===== config.mk =====
export PLATFORM = sky130hd
export DESIGN_NAME = dual_timer_split_mode_core
export DESIGN_NICKNAME = d
export VERILOG_FILES = /design/src/design/timer_core_pkg.sv /design/src/design/dual_timer_split_mode_core.sv /design/src/design/pin_sync.sv /design/src/design/prescaler.sv
export VERILOG_INCLUDE_DIRS = /design/src /design/src/design
export SDC_FILE = /design/constraint.sdc
export NUM_CORES = 1
export LEC_CHECK = 0
export BUFFER_PORTS_ARGS = -buffer_cell sky130_fd_sc_hd__buf_2
export CORE_MARGIN = 2
export CORE_UTILIZATION = 50
export DETAILED_ROUTE_END_ITERATION = 6
export GPL_TIMING_DRIVEN = 1
export HOLD_SLACK_MARGIN = 0.12
export PLACE_DENSITY = 0.68
export SYNTH_ARGS = -nofsm -noshare
export SYNTH_HDL_FRONTEND = slang
export SYNTH_SLANG_ARGS = --single-unit

===== constraint.sdc =====
create_clock -name ref_clk_i -period 2.9 [get_ports ref_clk_i]
set_input_delay 0.29 -clock ref_clk_i [delete_from_list [all_inputs] [get_ports ref_clk_i]]
set_output_delay 0.29 -clock ref_clk_i [all_outputs]
set_load 0.03 [all_outputs]

===== src/design/timer_core_cfg.svh =====
// Register offsets, field positions, reset values and timing counts for the dual timer core
`ifndef TIMER_CORE_CFG_SVH
`define TIMER_CORE_CFG_SVH
`define ADDR_CONTROL 8'h88
`define ADDR_MODE 8'h89
`define ADDR_T0_LOW 8'h8a
`define ADDR_T1_LOW 8'h8b
`define ADDR_T0_HIGH 8'h8c
`define ADDR_T1_HIGH 8'h8d
`define ADDR_PRESCALE 8'h8e
`define REG_RESET 8'h00
`define CTL_T1_OVF 7
`define CTL_T1_RUN 6
`define CTL_T0_OVF 5
`define CTL_T0_RUN 4
`define CTL_X1_FLAG 3
`define CTL_X1_TYPE 2
`define CTL_X0_FLAG 1
`define CTL_X0_TYPE 0
`define MOD_T1_GATE 7
`define MOD_T1_CNT 6
`define MOD_T1_MODE_HI 5
`define MOD_T1_MODE_LO 4
`define MOD_T0_GATE 3
`define MOD_T0_CNT 2
`define MOD_T0_MODE_HI 1
`define MOD_T0_MODE_LO 0
`define CK_T1_SEL 4
`define CK_T0_SEL 3
`define CK_WRITE_MASK 8'h1b
`define DIV_BY_12 6'h0b
`define DIV_BY_4 6'h03
`define DIV_BY_48 6'h2f
`define DIV_EXT_8 3'h7
`define LOW5_MASK 8'he0
`define BYTE_ONES 8'hff
`define LOW5_ONES 5'h1f
`endif


===== src/design/timer_core_pkg.sv =====
// Types shared by the dual timer core
package timer_core_pkg;
  typedef enum logic [1:0] {
    MODE_13BIT = 2'b00,
    MODE_16BIT = 2'b01,
    MODE_RELOAD = 2'b10,
    MODE_SPLIT = 2'b11
  } timer_mode_type;
  typedef struct packed {
    logic pin_gating;
    logic counter_select;
    timer_mode_type mode;
  } timer_cfg_type;
  typedef struct packed {
    logic wr;
    logic [7:0] addr;
    logic [7:0] wdata;
  } sfr_req_type;
endpackage


===== src/design/dual_timer_split_mode_core.sv =====
// Two counter/timers with control, mode and prescale registers and external interrupt flags
`timescale 1ns/1ps
`include "timer_core_cfg.svh"
module dual_timer_split_mode_core (
  input wire logic ref_clk_i, // 25 MHz system clock
  input wire logic rstn_i, // Asynchronous reset, active low
  input wire logic sfr_wr_i, // Register write strobe
  input wire logic sfr_rd_i, // Register read strobe
  input wire logic [7:0] sfr_addr_i, // Register address
  input wire logic [7:0] sfr_wdata_i, // Write data
  output logic [7:0] sfr_rdata_o, // Registered read data
  output logic sfr_hit_o, // Address belongs to this block
  input wire logic ack_t0_i, // Vector to first timer interrupt
  input wire logic ack_t1_i, // Vector to second timer interrupt
  input wire logic ack_x0_i, // Vector to line 0 interrupt
  input wire logic ack_x1_i, // Vector to line 1 interrupt
  input wire logic ext_irq_pin_line0_i, // Interrupt pin line 0, active low
  input wire logic ext_irq_pin_line1_i, // Interrupt pin line 1, active low
  input wire logic first_count_input_pin_i, // First timer count pin
  input wire logic second_count_input_pin_i, // Second timer count pin
  input wire logic ext_clk_i, // External clock for prescaler
  output logic first_timer_irq_o, // First timer overflow flag level
  output logic second_timer_irq_o, // Second timer overflow flag level
  output logic ext_irq_line0_o, // Line 0 flag level
  output logic ext_irq_line1_o, // Line 1 flag level
  output logic second_timer_ovf_strobe_o // Second timer overflow strobe
);
  ////////////////////////////////////////////////////////////////////////////
  // Registers
  logic [7:0] control_reg;
  logic [7:0] mode_reg;
  logic [7:0] prescale_reg;
  logic [7:0] t0_low_reg;
  logic [7:0] t0_high_reg;
  logic [7:0] t1_low_reg;
  logic [7:0] t1_high_reg;
  logic [7:0] rdata_reg;
  logic strobe_reg;

  // Decoded request and mode fields
  timer_core_pkg::sfr_req_type req;
  timer_core_pkg::timer_cfg_type cfg0;
  timer_core_pkg::timer_cfg_type cfg1;

  // Synchronised pin levels and falling edges
  logic x0_level;
  logic x0_fall;
  logic x1_level;
  logic x1_fall;
  logic c0_level;
  logic c0_fall;
  logic c1_level;
  logic c1_fall;
  // Prescaler input and tick
  logic xc_fall;
  logic pre_tick;

  ////////////////////////////////////////////////////////////////////////////
  // Pin synchronisers
  pin_sync sync_x0 (.ref_clk_i(ref_clk_i), .rstn_i(rstn_i), .pin_i(ext_irq_pin_line0_i),
    .level_o(x0_level), .fall_o(x0_fall));
  pin_sync sync_x1 (.ref_clk_i(ref_clk_i), .rstn_i(rstn_i), .pin_i(ext_irq_pin_line1_i),
    .level_o(x1_level), .fall_o(x1_fall));
  pin_sync sync_c0 (.ref_clk_i(ref_clk_i), .rstn_i(rstn_i), .pin_i(first_count_input_pin_i),
    .level_o(c0_level), .fall_o(c0_fall));
  pin_sync sync_c1 (.ref_clk_i(ref_clk_i), .rstn_i(rstn_i), .pin_i(second_count_input_pin_i),
    .level_o(c1_level), .fall_o(c1_fall));
  pin_sync sync_xc (.ref_clk_i(ref_clk_i), .rstn_i(rstn_i), .pin_i(ext_clk_i),
    .level_o(), .fall_o(xc_fall));

  ////////////////////////////////////////////////////////////////////////////
  // Prescaler
  prescaler presc (.ref_clk_i(ref_clk_i), .rstn_i(rstn_i), .scale_i(prescale_reg[1:0]),
    .ext_fall_i(xc_fall), .tick_o(pre_tick));

  ////////////////////////////////////////////////////////////////////////////
  // Request and field decode
  // Bus request bundle
  assign req = '{wr: sfr_wr_i, addr: sfr_addr_i, wdata: sfr_wdata_i};
  // Gate, counter select and mode per timer
  assign cfg0 = '{pin_gating: mode_reg[`MOD_T0_GATE], counter_select: mode_reg[`MOD_T0_CNT],
    mode: timer_core_pkg::timer_mode_type'(mode_reg[`MOD_T0_MODE_HI:`MOD_T0_MODE_LO])};
  assign cfg1 = '{pin_gating: mode_reg[`MOD_T1_GATE], counter_select: mode_reg[`MOD_T1_CNT],
    mode: timer_core_pkg::timer_mode_type'(mode_reg[`MOD_T1_MODE_HI:`MOD_T1_MODE_LO])};

  // Write strobes, one per register
  wire wr_ctl = req.wr && (req.addr == `ADDR_CONTROL);
  wire wr_mod = req.wr && (req.addr == `ADDR_MODE);
  wire wr_t0l = req.wr && (req.addr == `ADDR_T0_LOW);
  wire wr_t1l = req.wr && (req.addr == `ADDR_T1_LOW);
  wire wr_t0h = req.wr && (req.addr == `ADDR_T0_HIGH);
  wire wr_t1h = req.wr && (req.addr == `ADDR_T1_HIGH);
  wire wr_ck = req.wr && (req.addr == `ADDR_PRESCALE);

  // First timer split into two byte counters
  wire split0 = (cfg0.mode == timer_core_pkg::MODE_SPLIT);

  ////////////////////////////////////////////////////////////////////////////
  // Run gating and count sources
  wire run0 = control_reg[`CTL_T0_RUN];
  wire run1 = control_reg[`CTL_T1_RUN];
  wire en0 = run0 && (!cfg0.pin_gating || x0_level);
  wire en1_norm = run1 && (!cfg1.pin_gating || x1_level);
  wire en1 = split0 ? (cfg1.mode != timer_core_pkg::MODE_SPLIT) : en1_norm;

  // Timer clock: system clock every cycle or prescaled tick
  wire clk0_int = prescale_reg[`CK_T0_SEL] ? 1'b1 : pre_tick;
  wire clk1_int = prescale_reg[`CK_T1_SEL] ? 1'b1 : pre_tick;

  // Increment request per counter
  wire inc0 = en0 && (cfg0.counter_select ? c0_fall : clk0_int);
  wire inc1_norm = cfg1.counter_select ? c1_fall : clk1_int;
  wire inc1 = en1 && (split0 ? clk1_int : inc1_norm);
  wire inc0h = split0 && run1 && clk0_int;

  ////////////////////////////////////////////////////////////////////////////
  // Counter next values for first timer
  logic [7:0] t0_low_next;
  logic [7:0] t0_high_next;
  logic ovf0;
  logic ovf0h;
  always_comb
  begin
    t0_low_next = t0_low_reg;
    t0_high_next = t0_high_reg;
    ovf0 = 1'b0;
    ovf0h = 1'b0;
    if (inc0)
    begin
      case (cfg0.mode)
        timer_core_pkg::MODE_13BIT:
        begin
          t0_low_next = {t0_low_reg[7:5], t0_low_reg[4:0] + 5'h01};
          if (t0_low_reg[4:0] == `LOW5_ONES)
          begin
            t0_high_next = t0_high_reg + 8'h01;
            ovf0 = (t0_high_reg == `BYTE_ONES);
          end
        end
        timer_core_pkg::MODE_16BIT:
        begin
          t0_low_next = t0_low_reg + 8'h01;
          if (t0_low_reg == `BYTE_ONES)
          begin
            t0_high_next = t0_high_reg + 8'h01;
            ovf0 = (t0_high_reg == `BYTE_ONES);
          end
        end
        timer_core_pkg::MODE_RELOAD:
        begin
          ovf0 = (t0_low_reg == `BYTE_ONES);
          t0_low_next = ovf0 ? t0_high_reg : t0_low_reg + 8'h01;
        end
        timer_core_pkg::MODE_SPLIT:
        begin
          t0_low_next = t0_low_reg + 8'h01;
          ovf0 = (t0_low_reg == `BYTE_ONES);
        end
        default:
        begin
          t0_low_next = t0_low_reg;
        end
      endcase
    end
    if (inc0h)
    begin
      t0_high_next = t0_high_reg + 8'h01;
      ovf0h = (t0_high_reg == `BYTE_ONES);
    end
  end

  ////////////////////////////////////////////////////////////////////////////
  // Counter next values for second timer
  logic [7:0] t1_low_next;
  logic [7:0] t1_high_next;
  logic ovf1;
  always_comb
  begin
    t1_low_next = t1_low_reg;
    t1_high_next = t1_high_reg;
    ovf1 = 1'b0;
    if (inc1)
    begin
      case (cfg1.mode)
        timer_core_pkg::MODE_13BIT:
        begin
          t1_low_next = {t1_low_reg[7:5], t1_low_reg[4:0] + 5'h01};
          if (t1_low_reg[4:0] == `LOW5_ONES)
          begin
            t1_high_next = t1_high_reg + 8'h01;
            ovf1 = (t1_high_reg == `BYTE_ONES);
          end
        end
        timer_core_pkg::MODE_16BIT:
        begin
          t1_low_next = t1_low_reg + 8'h01;
          if (t1_low_reg == `BYTE_ONES)
          begin
            t1_high_next = t1_high_reg + 8'h01;
            ovf1 = (t1_high_reg == `BYTE_ONES);
          end
        end
        timer_core_pkg::MODE_RELOAD:
        begin
          ovf1 = (t1_low_reg == `BYTE_ONES);
          t1_low_next = ovf1 ? t1_high_reg : t1_low_reg + 8'h01;
        end
        default:
        begin
          t1_low_next = t1_low_reg; // Mode 3 holds the second timer
        end
      endcase
    end
  end

  ////////////////////////////////////////////////////////////////////////////
  // Flag next values: hardware set wins over software clear
  wire x0_set = control_reg[`CTL_X0_TYPE] ? x0_fall : ~x0_level;
  wire x1_set = control_reg[`CTL_X1_TYPE] ? x1_fall : ~x1_level;
  wire t1_flag_set = split0 ? ovf0h : ovf1;

  // Software write and vector clears first, then hardware sets
  logic [7:0] ctl_base;
  logic [7:0] control_next;
  always_comb
  begin
    ctl_base = wr_ctl ? req.wdata : control_reg;
    if (ack_t0_i)
      ctl_base[`CTL_T0_OVF] = 1'b0;
    if (ack_t1_i)
      ctl_base[`CTL_T1_OVF] = 1'b0;
    if (ack_x0_i && control_reg[`CTL_X0_TYPE])
      ctl_base[`CTL_X0_FLAG] = 1'b0;
    if (ack_x1_i && control_reg[`CTL_X1_TYPE])
      ctl_base[`CTL_X1_FLAG] = 1'b0;
    control_next = ctl_base;
    control_next[`CTL_T0_OVF] = ctl_base[`CTL_T0_OVF] | ovf0;
    control_next[`CTL_T1_OVF] = ctl_base[`CTL_T1_OVF] | t1_flag_set;
    control_next[`CTL_X0_FLAG] = ctl_base[`CTL_X0_FLAG] | x0_set;
    control_next[`CTL_X1_FLAG] = ctl_base[`CTL_X1_FLAG] | x1_set;
  end

  ////////////////////////////////////////////////////////////////////////////
  // Read mux
  logic [7:0] rd_mux;
  always_comb
  begin
    case (sfr_addr_i)
      `ADDR_CONTROL: rd_mux = control_reg;
      `ADDR_MODE: rd_mux = mode_reg;
      `ADDR_T0_LOW: rd_mux = t0_low_reg;
      `ADDR_T1_LOW: rd_mux = t1_low_reg;
      `ADDR_T0_HIGH: rd_mux = t0_high_reg;
      `ADDR_T1_HIGH: rd_mux = t1_high_reg;
      `ADDR_PRESCALE: rd_mux = prescale_reg & `CK_WRITE_MASK;
      default: rd_mux = `REG_RESET;
    endcase
  end

  // Address range decode for this block
  assign sfr_hit_o = (sfr_addr_i >= `ADDR_CONTROL) && (sfr_addr_i <= `ADDR_PRESCALE);

  ////////////////////////////////////////////////////////////////////////////
  // Control, mode and prescale registers
  always_ff @(posedge ref_clk_i or negedge rstn_i)
  begin
    if (!rstn_i)
    begin
      control_reg <= `REG_RESET;
      mode_reg <= `REG_RESET;
      prescale_reg <= `REG_RESET;
    end
    else
    begin
      control_reg <= control_next;
      mode_reg <= wr_mod ? req.wdata : mode_reg;
      prescale_reg <= wr_ck ? (req.wdata & `CK_WRITE_MASK) : prescale_reg;
    end
  end

  ////////////////////////////////////////////////////////////////////////////
  // Count bytes: software write takes precedence over counting
  always_ff @(posedge ref_clk_i or negedge rstn_i)
  begin
    if (!rstn_i)
    begin
      t0_low_reg <= `REG_RESET;
      t0_high_reg <= `REG_RESET;
      t1_low_reg <= `REG_RESET;
      t1_high_reg <= `REG_RESET;
    end
    else
    begin
      t0_low_reg <= wr_t0l ? req.wdata : t0_low_next;
      t0_high_reg <= wr_t0h ? req.wdata : t0_high_next;
      t1_low_reg <= wr_t1l ? req.wdata : t1_low_next;
      t1_high_reg <= wr_t1h ? req.wdata : t1_high_next;
    end
  end

  ////////////////////////////////////////////////////////////////////////////
  // Read data and overflow strobe
  always_ff @(posedge ref_clk_i or negedge rstn_i)
  begin
    if (!rstn_i)
    begin
      rdata_reg <= `REG_RESET;
      strobe_reg <= 1'b0;
    end
    else
    begin
      rdata_reg <= sfr_rd_i ? rd_mux : rdata_reg;
      strobe_reg <= ovf1;
    end
  end

  // Outputs straight from registers
  assign sfr_rdata_o = rdata_reg;
  assign first_timer_irq_o = control_reg[`CTL_T0_OVF];
  assign second_timer_irq_o = control_reg[`CTL_T1_OVF];
  assign ext_irq_line0_o = control_reg[`CTL_X0_FLAG];
  assign ext_irq_line1_o = control_reg[`CTL_X1_FLAG];
  assign second_timer_ovf_strobe_o = strobe_reg;
endmodule


===== src/design/pin_sync.sv =====
// Three-stage pin synchroniser with agreement filter and falling-edge strobe
`timescale 1ns/1ps
module pin_sync (
  input wire logic ref_clk_i, // System clock
  input wire logic rstn_i, // Asynchronous reset, active low
  input wire logic pin_i, // Asynchronous pin
  output logic level_o, // Filtered level
  output logic fall_o // One-cycle falling-edge strobe
);
  logic s1_reg;
  logic s2_reg;
  logic s3_reg;
  logic level_reg;
  wire agree = (s2_reg == s3_reg);
  wire level_next = agree ? s3_reg : level_reg;
  // Synchroniser chain; reset high so an idle pin shows no edge
  always_ff @(posedge ref_clk_i or negedge rstn_i)
  begin
    if (!rstn_i)
    begin
      s1_reg <= 1'b1;
      s2_reg <= 1'b1;
      s3_reg <= 1'b1;
      level_reg <= 1'b1;
    end
    else
    begin
      s1_reg <= pin_i;
      s2_reg <= s1_reg;
      s3_reg <= s2_reg;
      level_reg <= level_next;
    end
  end
  assign level_o = level_reg;
  assign fall_o = level_reg & ~level_next;
endmodule


===== src/design/prescaler.sv =====
// Shared prescaler: divides system clock by 12, 4, 48, or external clock by 8
`timescale 1ns/1ps
`include "timer_core_cfg.svh"
module prescaler (
  input wire logic ref_clk_i, // System clock
  input wire logic rstn_i, // Asynchronous reset, active low
  input wire logic [1:0] scale_i, // Prescale field
  input wire logic ext_fall_i, // Synchronised external clock fall
  output logic tick_o // Prescaled one-cycle tick
);
  logic [5:0] div_reg;
  logic [2:0] ext_reg;
  logic tick_reg;
  wire [5:0] limit = (scale_i == 2'b00) ? `DIV_BY_12 : (scale_i == 2'b01) ? `DIV_BY_4 : `DIV_BY_48;
  wire use_ext = (scale_i == 2'b11);
  wire sys_wrap = (div_reg >= limit);
  wire ext_wrap = ext_fall_i && (ext_reg == `DIV_EXT_8);
  // Divider counters and registered tick
  always_ff @(posedge ref_clk_i or negedge rstn_i)
  begin
    if (!rstn_i)
    begin
      div_reg <= 6'h00;
      ext_reg <= 3'h0;
      tick_reg <= 1'b0;
    end
    else
    begin
      div_reg <= sys_wrap ? 6'h00 : div_reg + 6'h01;
      ext_reg <= ext_fall_i ? ext_reg + 3'h1 : ext_reg;
      tick_reg <= use_ext ? ext_wrap : sys_wrap;
    end
  end
  assign tick_o = tick_reg;
endmodule


Word-level counts from Yosys, hierarchy flattened
Cells that the tools add are included.
{"block": "word_totals", "ff_bits": 91, "word_cells": 186}
{"block": "classes", "n_bitwise": 16, "add_sub_neg": 8, "eq_ne": 33, "magnitude_cmp": 3, "reduce_logical": 39, "muxes": 52}
{"cell": "8-bit 2-to-1 mux", "n": 16}
{"cell": "8-bit == test, second input constant", "n": 11}
{"cell": "8-bit one-hot mux with 7 select lines", "n": 1}
{"cell": "8-bit one-hot mux with 3 select lines", "n": 2}
{"cell": "8-bit by 1-bit adder with 8-bit output, second input constant", "n": 4}
{"cell": "8-bit one-hot mux with 2 select lines", "n": 2}
{"cell": "1-bit 2-to-1 mux", "n": 26}
{"cell": "6-bit 2-to-1 mux", "n": 3}
{"cell": "1-bit logical AND", "n": 17}
{"cell": "5-bit by 1-bit adder with 5-bit output, second input constant", "n": 2}
{"cell": "5-bit == test, second input constant", "n": 2}
{"cell": "3-bit nonzero test", "n": 3}
{"cell": "2-bit == test, second input constant", "n": 4}
{"cell": "8-bit >= comparator, second input constant", "n": 1}
{"cell": "8-bit <= comparator, second input constant", "n": 1}
{"cell": "4-bit inequality test, second input constant", "n": 2}
{"cell": "4-bit AND reduction", "n": 2}
{"cell": "4-bit nonzero test", "n": 2}
{"cell": "1-bit NOT", "n": 7}
{"cell": "6-bit by 1-bit adder with 6-bit output, second input constant", "n": 1}
{"cell": "2-bit by 1-bit == test with 1-bit output, second input constant", "n": 3}
{"cell": "6-bit >= comparator", "n": 1}
{"cell": "2-bit logical NOT", "n": 3}
{"cell": "2-bit inequality test, second input constant", "n": 3}
{"cell": "other kinds (13)", "n": 32}

Logic depth before layout (Yosys ltp)
{"block": "logic_depth", "ltp_word": 10, "mapped_depth": 9, "depth_no_buf": 8}

Modules after synthesis
A second synthesis with hierarchy kept.
{"block": "hier_totals", "hier_cells": 561, "hier_area_um2": 5449.0}
{"module": "dual_timer_split_mode_core", "cells_per_inst": 486, "area_each_um2": 4326.6, "instances": 1, "seq_area_each_um2": 1526.5}
{"module": "pin_sync", "cells_per_inst": 6, "area_each_um2": 123.9, "instances": 5, "seq_area_each_um2": 105.1}
{"module": "prescaler", "cells_per_inst": 45, "area_each_um2": 503.0, "instances": 1, "seq_area_each_um2": 250.2}

Least setup slack after synthesis
Ideal clock, no wire load.
{"block": "synth_timing", "kind": "register to register", "from": "register sync_c1.level_reg (netlist: sync_c1.level_o)", "to": "register t1_high_reg[4]", "setup_ps": 82, "slack_ps": 635, "t_required_ps": 2818, "path_stages_with_launch": 7, "n_path_buf": 1, "arrival_ps": 2183, "cell_sequence": "dfstp_2 > or3b_1 > mux2_2 > a2111o_1 > buf_6 > or3_1 > a31oi_1"}
{"block": "synth_between", "elab_chain_len": 8}
{"item": "start: declaration", "line_no": "pin_sync.sv:13", "text": "logic level_reg;"}
{"item": "start signal: assignment", "line_no": "pin_sync.sv:31", "text": "level_reg <= level_next;"}
{"item": "1-bit 2-to-1 mux", "line_no": "pin_sync.sv:15", "text": "wire level_next = agree ? s3_reg : level_reg;"}
{"item": "1-bit NOT", "line_no": "pin_sync.sv:35", "text": "assign fall_o = level_reg & ~level_next;"}
{"item": "1-bit bitwise AND (*)", "line_no": "pin_sync.sv:35"}
{"item": "1-bit 2-to-1 mux (*)", "line_no": "dual_timer_split_mode_core.sv:112", "text": "wire inc1_norm = cfg1.counter_select ? c1_fall : clk1_int;"}
{"item": "1-bit 2-to-1 mux (*)", "line_no": "dual_timer_split_mode_core.sv:113", "text": "wire inc1 = en1 && (split0 ? clk1_int : inc1_norm);"}
{"item": "1-bit logical AND (*)", "line_no": "dual_timer_split_mode_core.sv:113"}
{"item": "2-bit nonzero test (no source line) (*)"}
{"item": "4-bit AND reduction (no source line) (*)"}
{"item": "end signal: assignment", "line_no": "dual_timer_split_mode_core.sv:290", "text": "t1_high_reg <= `REG_RESET;"}
{"item": "end signal: assignment", "line_no": "dual_timer_split_mode_core.sv:297", "text": "t1_high_reg <= wr_t1h ? req.wdata : t1_high_next;"}
{"item": "end: declaration", "line_no": "dual_timer_split_mode_core.sv:36", "text": "logic [7:0] t1_high_reg;"}
Mark *: on every way between the ends. The rest lies on a longest branch, timed or not.
A chain may end at the register's enable or synchronous reset.

Final worst setup path
{"block": "layout_timing", "from": "register t1_low_reg[1]", "to": "register t1_high_reg[5]"}
{"block": "layout_between", "elab_chain_len": 3}
{"item": "start: declaration", "line_no": "dual_timer_split_mode_core.sv:35", "text": "logic [7:0] t1_low_reg;"}
{"item": "start signal: assignment", "line_no": "dual_timer_split_mode_core.sv:289", "text": "t1_low_reg <= `REG_RESET;"}
{"item": "start signal: assignment", "line_no": "dual_timer_split_mode_core.sv:296", "text": "t1_low_reg <= wr_t1l ? req.wdata : t1_low_next;"}
{"item": "8-bit == test (no source line) / 5-bit == test (equally long branches)"}
{"item": "3-bit inequality test (no source line)"}
{"item": "4-bit AND reduction (no source line) (*)"}
Marks and branches as above.

==> results.txt <==
The floorplan step defined a die boundary enclosing 11400 um^2. Fill cells in the final layout number 953. In this run the tightest slew margin relative to its limit is 55.2%. The total area of sequential cells is 2300 um^2. The chip height came out at 107 um. The post-route antenna net violation count is 0.

The weighted congestion at the end of routability-driven global placement is 0.945. On the final layout, the worst clock skew is 13.3 ps. Ranked by total cell area, the synthesized netlist is headed by sky130_fd_sc_hd__dfrtp_1, sky130_fd_sc_hd__dfstp_2, sky130_fd_sc_hd__mux2_2.

The run finished, with violations left. The HPWL reported at the end of detailed placement is 10600 um. The final total negative setup slack is 0 ps.

The post-placement cell area is 5630 um^2. After clock tree synthesis, the flow added hold-fix buffers numbering 7. The worst reg-to-reg path cell count is 6. The clock-pin transition on the worst setup and hold timing paths came out at 90 ps. The share of synthesized flip-flops with an asynchronous set or reset is 100%.

The initial antenna violation count came out at 0. The count of different cell masters after synthesis came out at 68. In this run the most critical hold path is launched from ack_t1_i. The post-synth design cell area came out at 5270 um^2.

Counting I/O delays and the setup requirement, the final critical path takes 2680 ps. The pin slew with the least headroom to its limit is 672 ps. The area used by multi-input combinational logic is 2820 um^2.

The die is 107 um wide. STA classifies the critical path endpoint as a flop. The area of the core came out at 10300 um^2. The first global-routing pass estimated 23700 um of wire. The yosys synthesis warning count came out at 0.

The number of vias per cell is 6.42. Clock tree synthesis selected as its root buffer the cell sky130_fd_sc_hd__clkbuf_8. Derived from the worst setup path, the maximum achievable clock frequency is 0.373 GHz.

The data required time of the critical path is 3190 ps. The number of placement rows came out at 37. The number of global-route vias before repair came to 4355. Dividing total power by cell area gives a power density of 658 nW/um^2. The startpoint type of the worst setup path is a flop. Once the floorplan was initialized, standard cells occupied 51.3% of the core.

The endpoint arrival time on the critical path is 2970 ps. The portion of synthesized cell area occupied by the leading cell type came out at 33.7%. After clock tree synthesis, the setup repair step added 0 buffers. The total congestion overflow after global routing is 0. For this run, the leading register cell type out of synthesis is sky130_fd_sc_hd__dfrtp_1. After technology mapping, the gate count stands at 530. Cells fill 57.6% of the core in the end.

The peak ir drop on the vdd network came out at 0.448 mV. The worst hold path terminates at control_reg[7]$_DFF_PN0_. Counting instances in the post-synthesis netlist gives the leading cell types as sky130_fd_sc_hd__dfrtp_1, sky130_fd_sc_hd__nor2_1, sky130_fd_sc_hd__nand2_1. The layout-stage area growth over the synthesis result came out at 12.2%. The clock network latency to the later pin of the worst-skew pair came out at 370 ps. The remaining design rule violation count is 3. Counting instances, the worst hold path has a depth of 2. The worst register-to-register path ends at t1_high_reg[5]$_DFFE_PN0P_. The final number of max-transition violations was 0. The detail-routed net length per standard cell came out at 20.6 um.

Along the worst path, the maximum fanout reaches 14. The most common cell in the netlist is sky130_fd_sc_hd__dfrtp_1. The antenna cell count came out at 0. The count of vias placed by the detailed router came out at 4593. The final reports fail on design-rule violations. The standby leakage power is 2.51 nW.

Synthesis produced a netlist with a net count of 577. The final setup violation count came out at 0. The fraction of the cycle the final worst path needs is 92.4%. The biggest area contributor in the post-synthesis netlist is sky130_fd_sc_hd__dfrtp_1. The average cell area after synthesis came out at 9.95 um^2. The critical path starts at t1_low_reg[1]$_DFFE_PN0P_. The number of port buffers is 42. The finished cells cover 5920 um^2. For this run, the detailed router's first-pass iteration total came to 7. After clock tree synthesis, the repair step resized 0 gates. The maximum number of pins on one net before global-route repair is 92.

The final worst-path setup slack came out at 220 ps. The post-layout net count came out at 622. The H-tree was split into 3 levels. The total routing usage reported by global routing came out at 27.4%. The worst setup slack before clock tree synthesis is 245 ps. Summing the sequential cell areas from Yosys gives 43.7% of the chip area. Final hold analysis gives a worst-case slack of 155 ps. The number of synthesized flops with an enable pin is 0.

The number of sinks on the clock net is 91. The TritonCTS buffer count came out at 9. By startpoint and endpoint, the worst setup path is classified as reg2reg.

TritonCTS built the clock tree. Setup repair after global routing left no endpoint under its margin. The startpoint identified for the worst register-to-register timing path is t1_low_reg[1]$_DFFE_PN0P_. The fraction of final layout cells sized beyond drive strength 1 came out at 21.2%. Summed over all layers, the routed wires come to 14700 um. The deepest clock path buffer count came out at 2.

The count of endpoints failing hold in the final timing report came out at 0. The total of flip-flops plus latches after synthesis is 91. The number of DRC markers after the initial detailed-route iteration is 511. The tool flagged a number of max-cap violations equal to 0. The register-to-register setup slack came out at 220 ps. In this run the worst hold path is classified as in2reg.

The number of top-level design ports came out at 43.
==> metrics by stage <==
step,power (mW),cells
after CTS,3.89,715
after global routing,4.14,715
final,3.89,715
after detailed placement,2.92,693
after floorplan,2.53,530
after global placement,2.87,693
==> where the power goes <==
part | leakage [nW] | internal [mW] | switching (mW)
logic | 1.35 | 0.486 | 0.601
registers | 1.05 | 1.50 | 0.327
clock network | 0.102 | 0.505 | 0.469
total | 2.51 | 2.49 | 1.40
==> metal layers <==
metal / wire [um] / GRT usage, % / vias up
met3: 981 / 4.80 / 33
li1: - / - / 2089
met5: 0 / 0 / -
met4: 457 / 12.1 / 0
met1: 6550 / 37.8 / 2279
met2: 6710 / 42.4 / 192
==> cells by family after synthesis <==
| kind of cell | share of synthesized area [%] |
|---|---|
| and+or+nand+nor | 20.0 |
| AOI/OAI and AO/OA | 17.7 |
| DFF | 43.7 |
| muxes | 9.73 |
| buffers and inverters | 2.80 |
| adders and majority gates | 4.84 |
| xor gates and xnor gates | 1.33 |
==> placed cells by master (no fill, tap or decap), types with 18 or more instances in the layout <==
cell type / count
sky130_fd_sc_hd__dfrtp_1: 71
sky130_fd_sc_hd__nor2_1: 46
sky130_fd_sc_hd__nand2_1: 42
sky130_fd_sc_hd__buf_2: 41
sky130_fd_sc_hd__o21ai_0: 31
sky130_fd_sc_hd__mux2_2: 24
sky130_fd_sc_hd__a21oi_1: 22
sky130_fd_sc_hd__nand3_1: 21
sky130_fd_sc_hd__dfstp_2: 20
sky130_fd_sc_hd__ha_1: 18
==> worst max-delay path by stage <==
| stage | endpoint | slack [ps] |
|---|---|---|
| final | t1_high_reg[5]$_DFFE_PN0P_ | 220 |
| after detailed placement | t1_high_reg[5]$_DFFE_PN0P_ | 240 |
| after floorplan | t1_high_reg[4]$_DFFE_PN0P_ | 640 |
| after global placement | t1_high_reg[5]$_DFFE_PN0P_ | 370 |
| after global routing | t1_high_reg[7]$_DFFE_PN0P_ | 50 |
| after CTS | t1_high_reg[5]$_DFFE_PN0P_ | 250 |
==> area by class of cell <==
class                   count  share of cell area, %
clock inverters             4                   1.27
inverters                  13                  0.825
repair buffers             57                   6.01
clock buffers              11                   2.39
flip-flops and latches     91                   38.9
multi-input cells         403                   47.7
well taps                 136                   2.88
==> critical path, stage by stage (launching register included) <==
cell,delay [ps]
sky130_fd_sc_hd__dfrtp_1,480
sky130_fd_sc_hd__ha_1,310
sky130_fd_sc_hd__nand3_1,200
sky130_fd_sc_hd__or2_0,270
sky130_fd_sc_hd__a2111o_1,600
sky130_fd_sc_hd__or4_1,530
sky130_fd_sc_hd__a31oi_1,200
No activity file was read; power rests on OpenSTA's default activity.
